<file path="config.mk">
export PLATFORM = sky130hd
export DESIGN_NAME = reader_io_debounce_events
export DESIGN_NICKNAME = d
export VERILOG_FILES = /design/src/inc/reader_io_pkg.sv /design/src/core/input_debounce.sv /design/src/core/output_filter.sv /design/src/core/reader_io_debounce_events.sv
export SDC_FILE = /design/constraint.sdc
export NUM_CORES = 1
export LEC_CHECK = 0
export ABC_AREA = 1
export ABC_CLOCK_PERIOD_IN_PS = 8800
export BUFFER_PORTS_ARGS = -buffer_cell sky130_fd_sc_hd__buf_2
export CORE_MARGIN = 1.5
export CORE_UTILIZATION = 65
export CTS_BUF_LIST = sky130_fd_sc_hd__clkbuf_8
export CTS_CLUSTER_SIZE = 8
export DETAILED_ROUTE_END_ITERATION = 7
export MAX_ROUTING_LAYER = met4
export PLACE_DENSITY = 0.84
export SLEW_MARGIN = 20
export SYNTH_ARGS = -nofsm -noshare
export SYNTH_HDL_FRONTEND = slang
export SYNTH_SLANG_ARGS = --single-unit
</file>
<file path="constraint.sdc">
create_clock -name sys_clk -period 8.8 [get_ports sys_clk]
set_input_delay 0.44 -clock sys_clk [delete_from_list [all_inputs] [get_ports sys_clk]]
set_output_delay 0.44 -clock sys_clk [all_outputs]
set_load 0.05 [all_outputs]
</file>
<file path="src/inc/reader_io_pkg.sv">
// Constants and types for the reader discrete input and output conditioning.
// Assumes a 20 MHz system clock; all timing counts derive from it.
package reader_io_pkg;

    // Clock rate
    localparam int unsigned CLK_HZ          = 20000000;

    // Debounce filter times, in ms as printed
    localparam int unsigned DEB_SHORT_MS    = 5;
    localparam int unsigned DEB_LONG_MS     = 500;
    // Debounce times in cycles: 100,000 and 10,000,000
    localparam int unsigned DEB_SHORT_CYC   = (CLK_HZ / 1000) * DEB_SHORT_MS;
    localparam int unsigned DEB_LONG_CYC    = (CLK_HZ / 1000) * DEB_LONG_MS;

    // Output filter delay, in us as printed
    localparam int unsigned OUT_FILT_US     = 50;
    localparam int unsigned OUT_FILT_CYC    = (CLK_HZ / 1000000) * OUT_FILT_US;

    // Width of debounce counters (holds 10,000,000)
    localparam int unsigned DEB_CNT_W       = 24;
    localparam int unsigned OUT_CNT_W       = 11;

    // Filter selection encoding
    localparam logic        FILT_SEL_SHORT  = 1'b0;
    localparam logic        FILT_SEL_LONG   = 1'b1;

    // Width of the expected code count
    localparam int unsigned EXP_CODES_W     = 4;

    // Reader events that may steer an event output
    typedef enum logic [1:0] {
        EV_NONE,
        EV_COMPLETE_READ,
        EV_NO_READ
    } event_sel_t;

    // Read cycle states
    typedef enum logic [1:0] {
        RC_IDLE,
        RC_ACTIVE,
        RC_DONE
    } read_state_t;

endpackage : reader_io_pkg

</file>
<file path="src/core/input_debounce.sv">
// Three-flop synchroniser plus a stability debounce for one discrete input.
// Assumes the raw input is asynchronous to sys_clk.
`timescale 1ns/1ps
module input_debounce
    import reader_io_pkg::*;
#(
    parameter int unsigned SHORT_CYC = DEB_SHORT_CYC,
    parameter int unsigned LONG_CYC  = DEB_LONG_CYC
)
(
    // Clock and reset
    input  wire logic sys_clk,
    input  wire logic srst,
    // Raw input and filter choice
    input  wire logic raw_in,
    input  wire logic filt_sel,
    // Conditioned level
    output logic      filt_out
);
    logic [2:0]           sync_ff;
    logic [DEB_CNT_W-1:0] cnt_ff;
    logic [DEB_CNT_W-1:0] nxt_cnt;
    logic                 filt_ff;
    logic                 nxt_filt;
    logic [DEB_CNT_W-1:0] limit;
    logic                 settled;

    // Only the agreeing later stages are looked at
    assign settled = (sync_ff[1] == sync_ff[2]);

    always_comb
    begin
        limit    = (filt_sel == FILT_SEL_LONG) ? DEB_CNT_W'(LONG_CYC) : DEB_CNT_W'(SHORT_CYC);
        nxt_cnt  = cnt_ff;
        nxt_filt = filt_ff;
        // Any bounce back to the held level restarts the timing
        if (!settled || sync_ff[2] == filt_ff)
        begin
            nxt_cnt = '0;
        end
        else if (cnt_ff + DEB_CNT_W'(1) >= limit)
        begin
            nxt_cnt  = '0;
            nxt_filt = sync_ff[2];
        end
        else
        begin
            nxt_cnt = cnt_ff + DEB_CNT_W'(1);
        end
    end

    always_ff @(posedge sys_clk)
    begin
        if (srst)
        begin
            sync_ff <= 3'h0;
            cnt_ff  <= '0;
            filt_ff <= 1'b0;
        end
        else
        begin
            sync_ff <= {sync_ff[1:0], raw_in};
            cnt_ff  <= nxt_cnt;
            filt_ff <= nxt_filt;
        end
    end

    assign filt_out = filt_ff;

endmodule : input_debounce

</file>
<file path="src/core/output_filter.sv">
// Delays an event output control level by a fixed filter time.
// Assumes a synchronous control level from the same clock.
`timescale 1ns/1ps
module output_filter
    import reader_io_pkg::*;
#(
    parameter int unsigned DELAY_CYC = OUT_FILT_CYC
)
(
    // Clock and reset
    input  wire logic sys_clk,
    input  wire logic srst,
    // Control level in, delayed level out
    input  wire logic ctrl_in,
    output logic      pin_out
);
    logic [OUT_CNT_W-1:0] cnt_ff;
    logic [OUT_CNT_W-1:0] nxt_cnt;
    logic                 out_ff;
    logic                 nxt_out;

    // A change must persist for the whole delay, which also drops glitches
    always_comb
    begin
        nxt_cnt = '0;
        nxt_out = out_ff;
        if (ctrl_in != out_ff)
        begin
            if (cnt_ff + OUT_CNT_W'(1) >= OUT_CNT_W'(DELAY_CYC))
            begin
                nxt_out = ctrl_in;
            end
            else
            begin
                nxt_cnt = cnt_ff + OUT_CNT_W'(1);
            end
        end
    end

    always_ff @(posedge sys_clk)
    begin
        if (srst)
        begin
            cnt_ff <= '0;
            out_ff <= 1'b0;
        end
        else
        begin
            cnt_ff <= nxt_cnt;
            out_ff <= nxt_out;
        end
    end

    assign pin_out = out_ff;

endmodule : output_filter

</file>
<file path="src/core/reader_io_debounce_events.sv">
// Discrete input conditioning and event output mapping for a code reader.
// Assumes one 20 MHz clock; the decoder reports codes and speed samples as pulses.
//
// Notes on behaviour
// - Inputs debounced, 5 ms or 500 ms
// - Trigger and stops share one filter
// - Encoder input has own 5 ms or 500 ms choice
// - Active trigger starts a read cycle
// - Trigger lamp follows trigger input
// - Enabled stop input ends read cycle
// - Encoder pulses measure belt speed
// - Each output maps any reader event
// - First output defaults to complete read
// - Complete read only after all codes
// - Second output defaults to no read
// - Third output defaults to none, holds
// - Outputs one and two delayed 50 us
`timescale 1ns/1ps
module reader_io_debounce_events
    import reader_io_pkg::*;
#(
    parameter int unsigned SHORT_CYC = DEB_SHORT_CYC,
    parameter int unsigned LONG_CYC  = DEB_LONG_CYC,
    parameter int unsigned OUT_CYC   = OUT_FILT_CYC,
    parameter int unsigned SPEED_W   = 16
)
(
    // Clock and reset
    input  wire logic                    sys_clk,
    input  wire logic                    srst,
    // Raw discrete inputs
    input  wire logic                    presence_trigger_input,
    input  wire logic                    encoder_input,
    input  wire logic                    stop_input_a,
    input  wire logic                    stop_input_b,
    // Filter configuration
    input  wire logic                    trig_stop_filt_long,
    input  wire logic                    encoder_filt_long,
    // Read cycle configuration
    input  wire logic                    stop_a_en,
    input  wire logic                    stop_b_en,
    input  wire logic                    tracking_mode,
    input  wire logic [EXP_CODES_W-1:0]  expected_codes,
    // Event output mapping
    input  wire reader_io_pkg::event_sel_t first_sel,
    input  wire reader_io_pkg::event_sel_t second_sel,
    input  wire reader_io_pkg::event_sel_t third_sel,
    // Decoder results
    input  wire logic                    code_read_pulse,
    input  wire logic                    speed_sample_pulse,
    // Read cycle status, trigger lamp and belt speed
    output logic                         read_active,
    output logic                         read_start_pulse,
    output logic                         trigger_lamp,
    output logic [SPEED_W-1:0]           belt_speed,
    // Event outputs
    output logic                         first_event_output,
    output logic                         second_event_output,
    output logic                         third_event_output
);
    logic                   trig_f;
    logic                   enc_f;
    logic                   stop_a_f;
    logic                   stop_b_f;

    read_state_t            state_ff;
    read_state_t            nxt_state;
    logic                   trig_prev_ff;
    logic                   nxt_trig_prev;
    logic                   stop_a_prev_ff;
    logic                   nxt_stop_a_prev;
    logic                   stop_b_prev_ff;
    logic                   nxt_stop_b_prev;
    logic [EXP_CODES_W-1:0] got_ff;
    logic [EXP_CODES_W-1:0] nxt_got;
    logic                   complete_ff;
    logic                   nxt_complete;
    logic                   noread_ff;
    logic                   nxt_noread;
    logic                   start_ff;
    logic                   nxt_start;

    logic                   enc_prev_ff;
    logic                   nxt_enc_prev;
    logic [SPEED_W-1:0]     pulse_cnt_ff;
    logic [SPEED_W-1:0]     nxt_pulse_cnt;
    logic [SPEED_W-1:0]     speed_ff;
    logic [SPEED_W-1:0]     nxt_speed;

    logic                   ctrl1;
    logic                   ctrl2;
    logic                   third_ff;
    logic                   nxt_third;
    logic                   stop_hit;
    logic                   trig_rise;
    logic                   end_cycle;

    // Selected event level; EV_NONE yields the caller's hold value
    function automatic logic ev_level(input event_sel_t sel, input logic cur,
                                      input logic comp, input logic nord);
        logic r;
        r = cur;
        unique case (sel)
            EV_NONE:          r = cur;
            EV_COMPLETE_READ: r = comp;
            EV_NO_READ:       r = nord;
            default:          r = cur;
        endcase
        return r;
    endfunction : ev_level

    // Trigger and stops share one filter choice
    input_debounce #(.SHORT_CYC(SHORT_CYC), .LONG_CYC(LONG_CYC)) u_deb_trig (
        .sys_clk  (sys_clk),
        .srst     (srst),
        .raw_in   (presence_trigger_input),
        .filt_sel (trig_stop_filt_long),
        .filt_out (trig_f)
    );
    input_debounce #(.SHORT_CYC(SHORT_CYC), .LONG_CYC(LONG_CYC)) u_deb_stop_a (
        .sys_clk  (sys_clk),
        .srst     (srst),
        .raw_in   (stop_input_a),
        .filt_sel (trig_stop_filt_long),
        .filt_out (stop_a_f)
    );
    input_debounce #(.SHORT_CYC(SHORT_CYC), .LONG_CYC(LONG_CYC)) u_deb_stop_b (
        .sys_clk  (sys_clk),
        .srst     (srst),
        .raw_in   (stop_input_b),
        .filt_sel (trig_stop_filt_long),
        .filt_out (stop_b_f)
    );
    // Encoder has its own choice; long setting with an encoder fitted
    input_debounce #(.SHORT_CYC(SHORT_CYC), .LONG_CYC(LONG_CYC)) u_deb_enc (
        .sys_clk  (sys_clk),
        .srst     (srst),
        .raw_in   (encoder_input),
        .filt_sel (encoder_filt_long),
        .filt_out (enc_f)
    );

    assign trig_rise = trig_f && !trig_prev_ff;
    assign stop_hit  = (stop_a_en && stop_a_f && !stop_a_prev_ff)
                     || (stop_b_en && stop_b_f && !stop_b_prev_ff);
    // Trigger falling also ends the cycle
    assign end_cycle = stop_hit || !trig_f;

    // Read cycle control
    always_comb
    begin
        nxt_state       = state_ff;
        nxt_trig_prev   = trig_f;
        nxt_stop_a_prev = stop_a_f;
        nxt_stop_b_prev = stop_b_f;
        nxt_got         = got_ff;
        nxt_complete    = complete_ff;
        nxt_noread      = noread_ff;
        nxt_start       = 1'b0;
        unique case (state_ff)
            RC_IDLE:
            begin
                if (trig_rise)
                begin
                    nxt_state    = RC_ACTIVE;
                    nxt_start    = 1'b1;
                    nxt_got      = '0;
                    nxt_complete = 1'b0;
                    nxt_noread   = 1'b0;
                end
            end
            RC_ACTIVE:
            begin
                if (code_read_pulse && got_ff != expected_codes)
                begin
                    nxt_got = got_ff + EXP_CODES_W'(1);
                end
                // Zero expected codes treated as one
                if (code_read_pulse
                    && (got_ff + EXP_CODES_W'(1) >= expected_codes))
                begin
                    nxt_complete = 1'b1;
                    nxt_state    = RC_DONE;
                end
                else if (end_cycle)
                begin
                    nxt_noread = 1'b1;
                    nxt_state  = RC_DONE;
                end
            end
            RC_DONE:
            begin
                // Wait for trigger release before rearming
                if (!trig_f)
                begin
                    nxt_state = RC_IDLE;
                end
            end
            default:
            begin
                nxt_state = RC_IDLE;
            end
        endcase
    end

    always_ff @(posedge sys_clk)
    begin
        if (srst)
        begin
            state_ff       <= RC_IDLE;
            trig_prev_ff   <= 1'b0;
            stop_a_prev_ff <= 1'b0;
            stop_b_prev_ff <= 1'b0;
            got_ff         <= '0;
            complete_ff    <= 1'b0;
            noread_ff      <= 1'b0;
            start_ff       <= 1'b0;
        end
        else
        begin
            state_ff       <= nxt_state;
            trig_prev_ff   <= nxt_trig_prev;
            stop_a_prev_ff <= nxt_stop_a_prev;
            stop_b_prev_ff <= nxt_stop_b_prev;
            got_ff         <= nxt_got;
            complete_ff    <= nxt_complete;
            noread_ff      <= nxt_noread;
            start_ff       <= nxt_start;
        end
    end

    // Belt speed: encoder edges counted between sample pulses
    always_comb
    begin
        nxt_enc_prev  = enc_f;
        nxt_pulse_cnt = pulse_cnt_ff;
        nxt_speed     = speed_ff;
        if (!tracking_mode)
        begin
            nxt_pulse_cnt = '0;
        end
        else if (speed_sample_pulse)
        begin
            nxt_speed     = pulse_cnt_ff;
            nxt_pulse_cnt = (enc_f && !enc_prev_ff) ? SPEED_W'(1) : '0;
        end
        else if (enc_f && !enc_prev_ff && pulse_cnt_ff != '1)
        begin
            nxt_pulse_cnt = pulse_cnt_ff + SPEED_W'(1);
        end
    end

    always_ff @(posedge sys_clk)
    begin
        if (srst)
        begin
            enc_prev_ff  <= 1'b0;
            pulse_cnt_ff <= '0;
            speed_ff     <= '0;
        end
        else
        begin
            enc_prev_ff  <= nxt_enc_prev;
            pulse_cnt_ff <= nxt_pulse_cnt;
            speed_ff     <= nxt_speed;
        end
    end

    // Event mapping; defaults come from the selection inputs
    always_comb
    begin
        ctrl1     = ev_level(first_sel, 1'b0, complete_ff, noread_ff);
        ctrl2     = ev_level(second_sel, 1'b0, complete_ff, noread_ff);
        nxt_third = ev_level(third_sel, third_ff, complete_ff, noread_ff);
    end

    always_ff @(posedge sys_clk)
    begin
        if (srst)
        begin
            third_ff <= 1'b0;
        end
        else
        begin
            third_ff <= nxt_third;
        end
    end

    output_filter #(.DELAY_CYC(OUT_CYC)) u_first_event_output (
        .sys_clk (sys_clk),
        .srst    (srst),
        .ctrl_in (ctrl1),
        .pin_out (first_event_output)
    );
    output_filter #(.DELAY_CYC(OUT_CYC)) u_second_event_output (
        .sys_clk (sys_clk),
        .srst    (srst),
        .ctrl_in (ctrl2),
        .pin_out (second_event_output)
    );

    assign third_event_output = third_ff;
    assign trigger_lamp       = trig_f;
    assign read_active        = (state_ff == RC_ACTIVE);
    assign read_start_pulse   = start_ff;
    assign belt_speed         = speed_ff;

endmodule : reader_io_debounce_events

</file>
==> impl_metrics.py <==
metrics = {
    "clock_network": {
        "tritoncts_clock_tree": "done",
        "cts-buffers-inserted": 17,
        "h-tree-depth": 4,
        "cts.root.buffer_cell": "sky130_fd_sc_hd__clkbuf_8",
        "cts_num_sinks": 182,
        "post_cts_resized": 0,
        "clock_input_transition_at_the_sequential_cells_of_the_worst_setup_and_hold_paths_ns": 0.10,
        "clock_tree.buffer_depth": 2,
        "cts.repair_timing.setup_buffer_count": 0,
        "clk_latency_worst_skew_pair_ns": 0.49,
        "cts.hold.buffers_added": 0,
    },
    "route": {
        "highest_layer": "met4",
        "wl_met2_um": 9530,
        "drt_first_iter_violations": 502,
        "dr_total_vias": 8865,
        "post_drt_via_cell_ratio": 5.23,
        "wl_per_cell_um": 11.7,
        "drt_drc_violations_left": 1,
        "route.antenna.remaining_nets": 0,
        "wl_met3_um": 686,
        "routedLengthMet1_um": 9400,
        "drt-pass1-iter-count": 7,
        "drt_wl_total_um": 19900,
    },
    "sta": {
        "final-hold-violation-count": 0,
        "final.hold.worst_slack_ns": 0.158,
        "maxSlewViolCount": 0,
        "timing_worst_slew_pin_value_ns": 0.813,
        "finalWorstPathRequiredPeriod_ns": 3.27,
        "finalSetupTns_ns": 0,
        "layout_worst_path_cycle_share": 0.371,
        "grt_setup_unrepaired": "no",
        "finalClockSkew_ns": 0.0180,
        "relSlewSlack": 0.456,
        "report.final.setup_viol": 0,
        "max_freq_ghz": 0.306,
    },
    "power": {
        "power.density_cell_area_nw_per_um2": 142,
        "power.leakage_nw": 4.35,
        "max-vdd-ir-drop_v": 0.000132,
    },
    "global_routing": {
        "grt_start_max_net_pins": 30,
        "grt_first_pass_wirelength_um": 34200,
        "grt_pass1_vias": 8057,
        "grt_antenna_before_repair": 0,
        "grt_use_total": 0.266,
        "grt_overflow_total": 0,
    },
    "logic_synthesis": {
        "synth.yosys.seq_area_share": 0.372,
        "synth.top_cell.area_share": 0.372,
        "synthesis.yosys.warnings": 0,
        "ys_ff_latch": 182,
        "syn_inst": 1449,
        "synth_edf_count": 0,
        "ys.flop_type": "sky130_fd_sc_hd__dfxtp_1",
        "yosysTopAreaCell": "sky130_fd_sc_hd__dfxtp_1",
        "synth_top_cells_by_area": "sky130_fd_sc_hd__dfxtp_1, sky130_fd_sc_hd__nand2_1, sky130_fd_sc_hd__nor2_1, sky130_fd_sc_hd__inv_1, sky130_fd_sc_hd__ha_1",
        "count_of_unique_library_cells_instantiated_by_yosys": 45,
        "ys_async_sr_fraction": 0,
        "post_synth_instance_area_um2": 9790,
        "synth.avg_cell_area_um2": 6.76,
    },
    "floorplan": {
        "core_um2": 14600,
        "ios": 45,
        "rows": 44,
        "design.die.area_um2": 15800,
        "die_y_um": 126,
        "dieWidth_um": 126,
        "initial_core_util": 0.668,
    },
    "worst_setup_path": {
        "critical_path.top_delay_family": "simple AND/OR/NAND/NOR gates",
        "critical_path_peak_fanout": 24,
        "critical-path-max-stage-delay_ns": 0.44,
        "critPathLaunchType": "flip-flop",
        "worst-endpoint-arrival_ns": 3.68,
        "worstPathCellList": "nand2_2 -> nor2_1 -> nand2_1 -> nor2_2 -> nand2_1 -> or3_1 -> nor4_2 -> xor2_1 -> inv_1 -> ha_1 -> or2_2 -> nand2_1 -> nand2_1 -> inv_2 -> nand4_4 -> a21oi_1",
        "worst_ep_required_time_ns": 9.21,
        "critical_path.n_buffers_inverters": 2,
        "endpoint_kind": "flip-flop",
        "timing.critical_path.slowest_stage_cell": "sky130_fd_sc_hd__dfxtp_1",
        "cp_common_cell": "sky130_fd_sc_hd__nand2_1",
        "timing.setup.critical_path_class": "reg2reg",
    },
    "final_layout": {
        "design.final.nets": 1562,
        "final_layout_size_suffix_gt1_frac": 0.0914,
        "area_growth_syn_to_fin_pct": 7.70,
        "most-common-layout-cells": "sky130_fd_sc_hd__nand2_1, sky130_fd_sc_hd__nor2_1, sky130_fd_sc_hd__inv_1, sky130_fd_sc_hd__dfxtp_1, sky130_fd_sc_hd__nand3_1",
        "postLayoutCellArea_um2": 10500,
        "multiInputGateArea_um2": 5300,
        "final_cells": 1694,
        "total_of_fill_cells_in_the_finished_design": 1217,
        "antenna-diode-count": 0,
        "area.sequential_um2": 3640,
        "final_common_cell": "sky130_fd_sc_hd__nand2_1",
        "final_core_util": 0.720,
    },
    "placement": {
        "routabilityCongestion": 0.913,
        "io_buffer_count": 44,
        "post-place-cells": 1662,
        "place_hpwl_um": 14600,
        "placed_cell_area_um2": 10100,
    },
    "run": {
        "max_cap_viol_count": 0,
    },
    "outcome": {
        "status": "finished, violations left",
        "failing_checks": "DRC",
    },
    "worst_hold_path": {
        "hold_path.class": "in2reg",
    },
}
worst paths after layout:
path,startpoint,slack [ns],endpoint,cells past startpoint
setup / recovery,u_deb_enc.cnt_ff[3],5.53,u_deb_enc.cnt_ff[15],16
hold / removal,encoder_input,0.16,u_deb_enc.sync_ff[0],3
setup reg to reg,u_deb_enc.cnt_ff[3],5.53,u_deb_enc.cnt_ff[15],16
hold reg to reg,u_deb_stop_a.sync_ff[0],0.41,u_deb_stop_a.sync_ff[1],2
report_power, final:
group,internal (mW),leakage (nW),switching [mW],total [mW]
Sequential,0.831,1.47,0.00409,0.835
Clock,0.241,0.210,0.345,0.586
Combinational,0.0209,2.67,0.0505,0.0715
state kept, by name (all words and copies together), names as in the netlist, 2 cells and up:
name                          count
pulse_cnt_ff                     16
u_deb_stop_b.cnt_ff              24
u_first_event_output.cnt_ff      11
u_deb_stop_b.sync_ff              3
u_deb_trig.sync_ff                3
u_deb_stop_a.cnt_ff              24
u_deb_enc.cnt_ff                 24
u_deb_enc.sync_ff                 3
u_deb_trig.cnt_ff                24
belt_speed                       16
u_second_event_output.cnt_ff     11
state_ff                          2
u_deb_stop_a.sync_ff              3
got_ff                            4
layer usage:
| metal | up-vias | track usage |
|---|---|---|
| li1 | 4666 | - |
| met1 | 4017 | 0.325 |
| met2 | 157 | 0.447 |
| met3 | 25 | 0.0450 |
| met4 | 0 | 0.0889 |
| met5 | - | - |
final cells by class:
| class | instances | area share |
|---|---|---|
| well taps | 184 | 0.0218 |
| repair buffers | 45 | 0.0216 |
| flip-flops and latches | 182 | 0.346 |
| clock inverters | 15 | 0.0173 |
| clock buffers | 17 | 0.0222 |
| inverters | 194 | 0.0691 |
| multi-input cells | 1057 | 0.502 |
cells by family (layout without fill, tap and decap cells):
group,after synthesis,after routing,synth area share
buf+inv,211,271,0.0872
flops,182,182,0.372
simple gates,838,838,0.374
compound gates,127,127,0.0698
other cells,1,2,0.000383
xor+xnor,48,48,0.0430
fa+ha+maj,42,42,0.0537
Yosys cell counts (2+ instances only):
master / number
sky130_fd_sc_hd__a211oi_1: 2
sky130_fd_sc_hd__o21bai_1: 4
sky130_fd_sc_hd__ha_1: 42
sky130_fd_sc_hd__nand2_2: 5
sky130_fd_sc_hd__nor2_2: 26
sky130_fd_sc_hd__dfxtp_1: 182
sky130_fd_sc_hd__xnor2_1: 21
sky130_fd_sc_hd__a21oi_2: 2
sky130_fd_sc_hd__nand3_1: 91
sky130_fd_sc_hd__inv_1: 191
sky130_fd_sc_hd__or2_2: 9
sky130_fd_sc_hd__clkbuf_1: 7
sky130_fd_sc_hd__nand4_4: 4
sky130_fd_sc_hd__nand3_2: 4
sky130_fd_sc_hd__nor2_4: 6
sky130_fd_sc_hd__buf_6: 8
sky130_fd_sc_hd__nor2_1: 279
sky130_fd_sc_hd__a21o_1: 2
sky130_fd_sc_hd__o21ai_0: 40
sky130_fd_sc_hd__xor2_1: 27
sky130_fd_sc_hd__nand4_1: 23
sky130_fd_sc_hd__nor3_1: 12
sky130_fd_sc_hd__inv_2: 2
sky130_fd_sc_hd__nor4_1: 4
sky130_fd_sc_hd__nand3b_1: 12
sky130_fd_sc_hd__nand2_1: 356
sky130_fd_sc_hd__o21ai_1: 6
sky130_fd_sc_hd__a21oi_1: 63
sky130_fd_sc_hd__a31oi_1: 3
worst min-delay path, cell delays in order:
cell and delay (ns):
sky130_fd_sc_hd__buf_2 0.08, sky130_fd_sc_hd__inv_1 0.03, sky130_fd_sc_hd__nor2_1 0.06
metrics by stage:
step | total power [mW] | setup WS, ns
finish | 1.49 | 5.53
detailed placement | 0.926 | 5.57
global route | 1.54 | 5.21
CTS | 1.50 | 5.55
floorplan | 0.906 | 6.00
global placement | 0.924 | 5.69
Power figures use the tool's default switching activity.
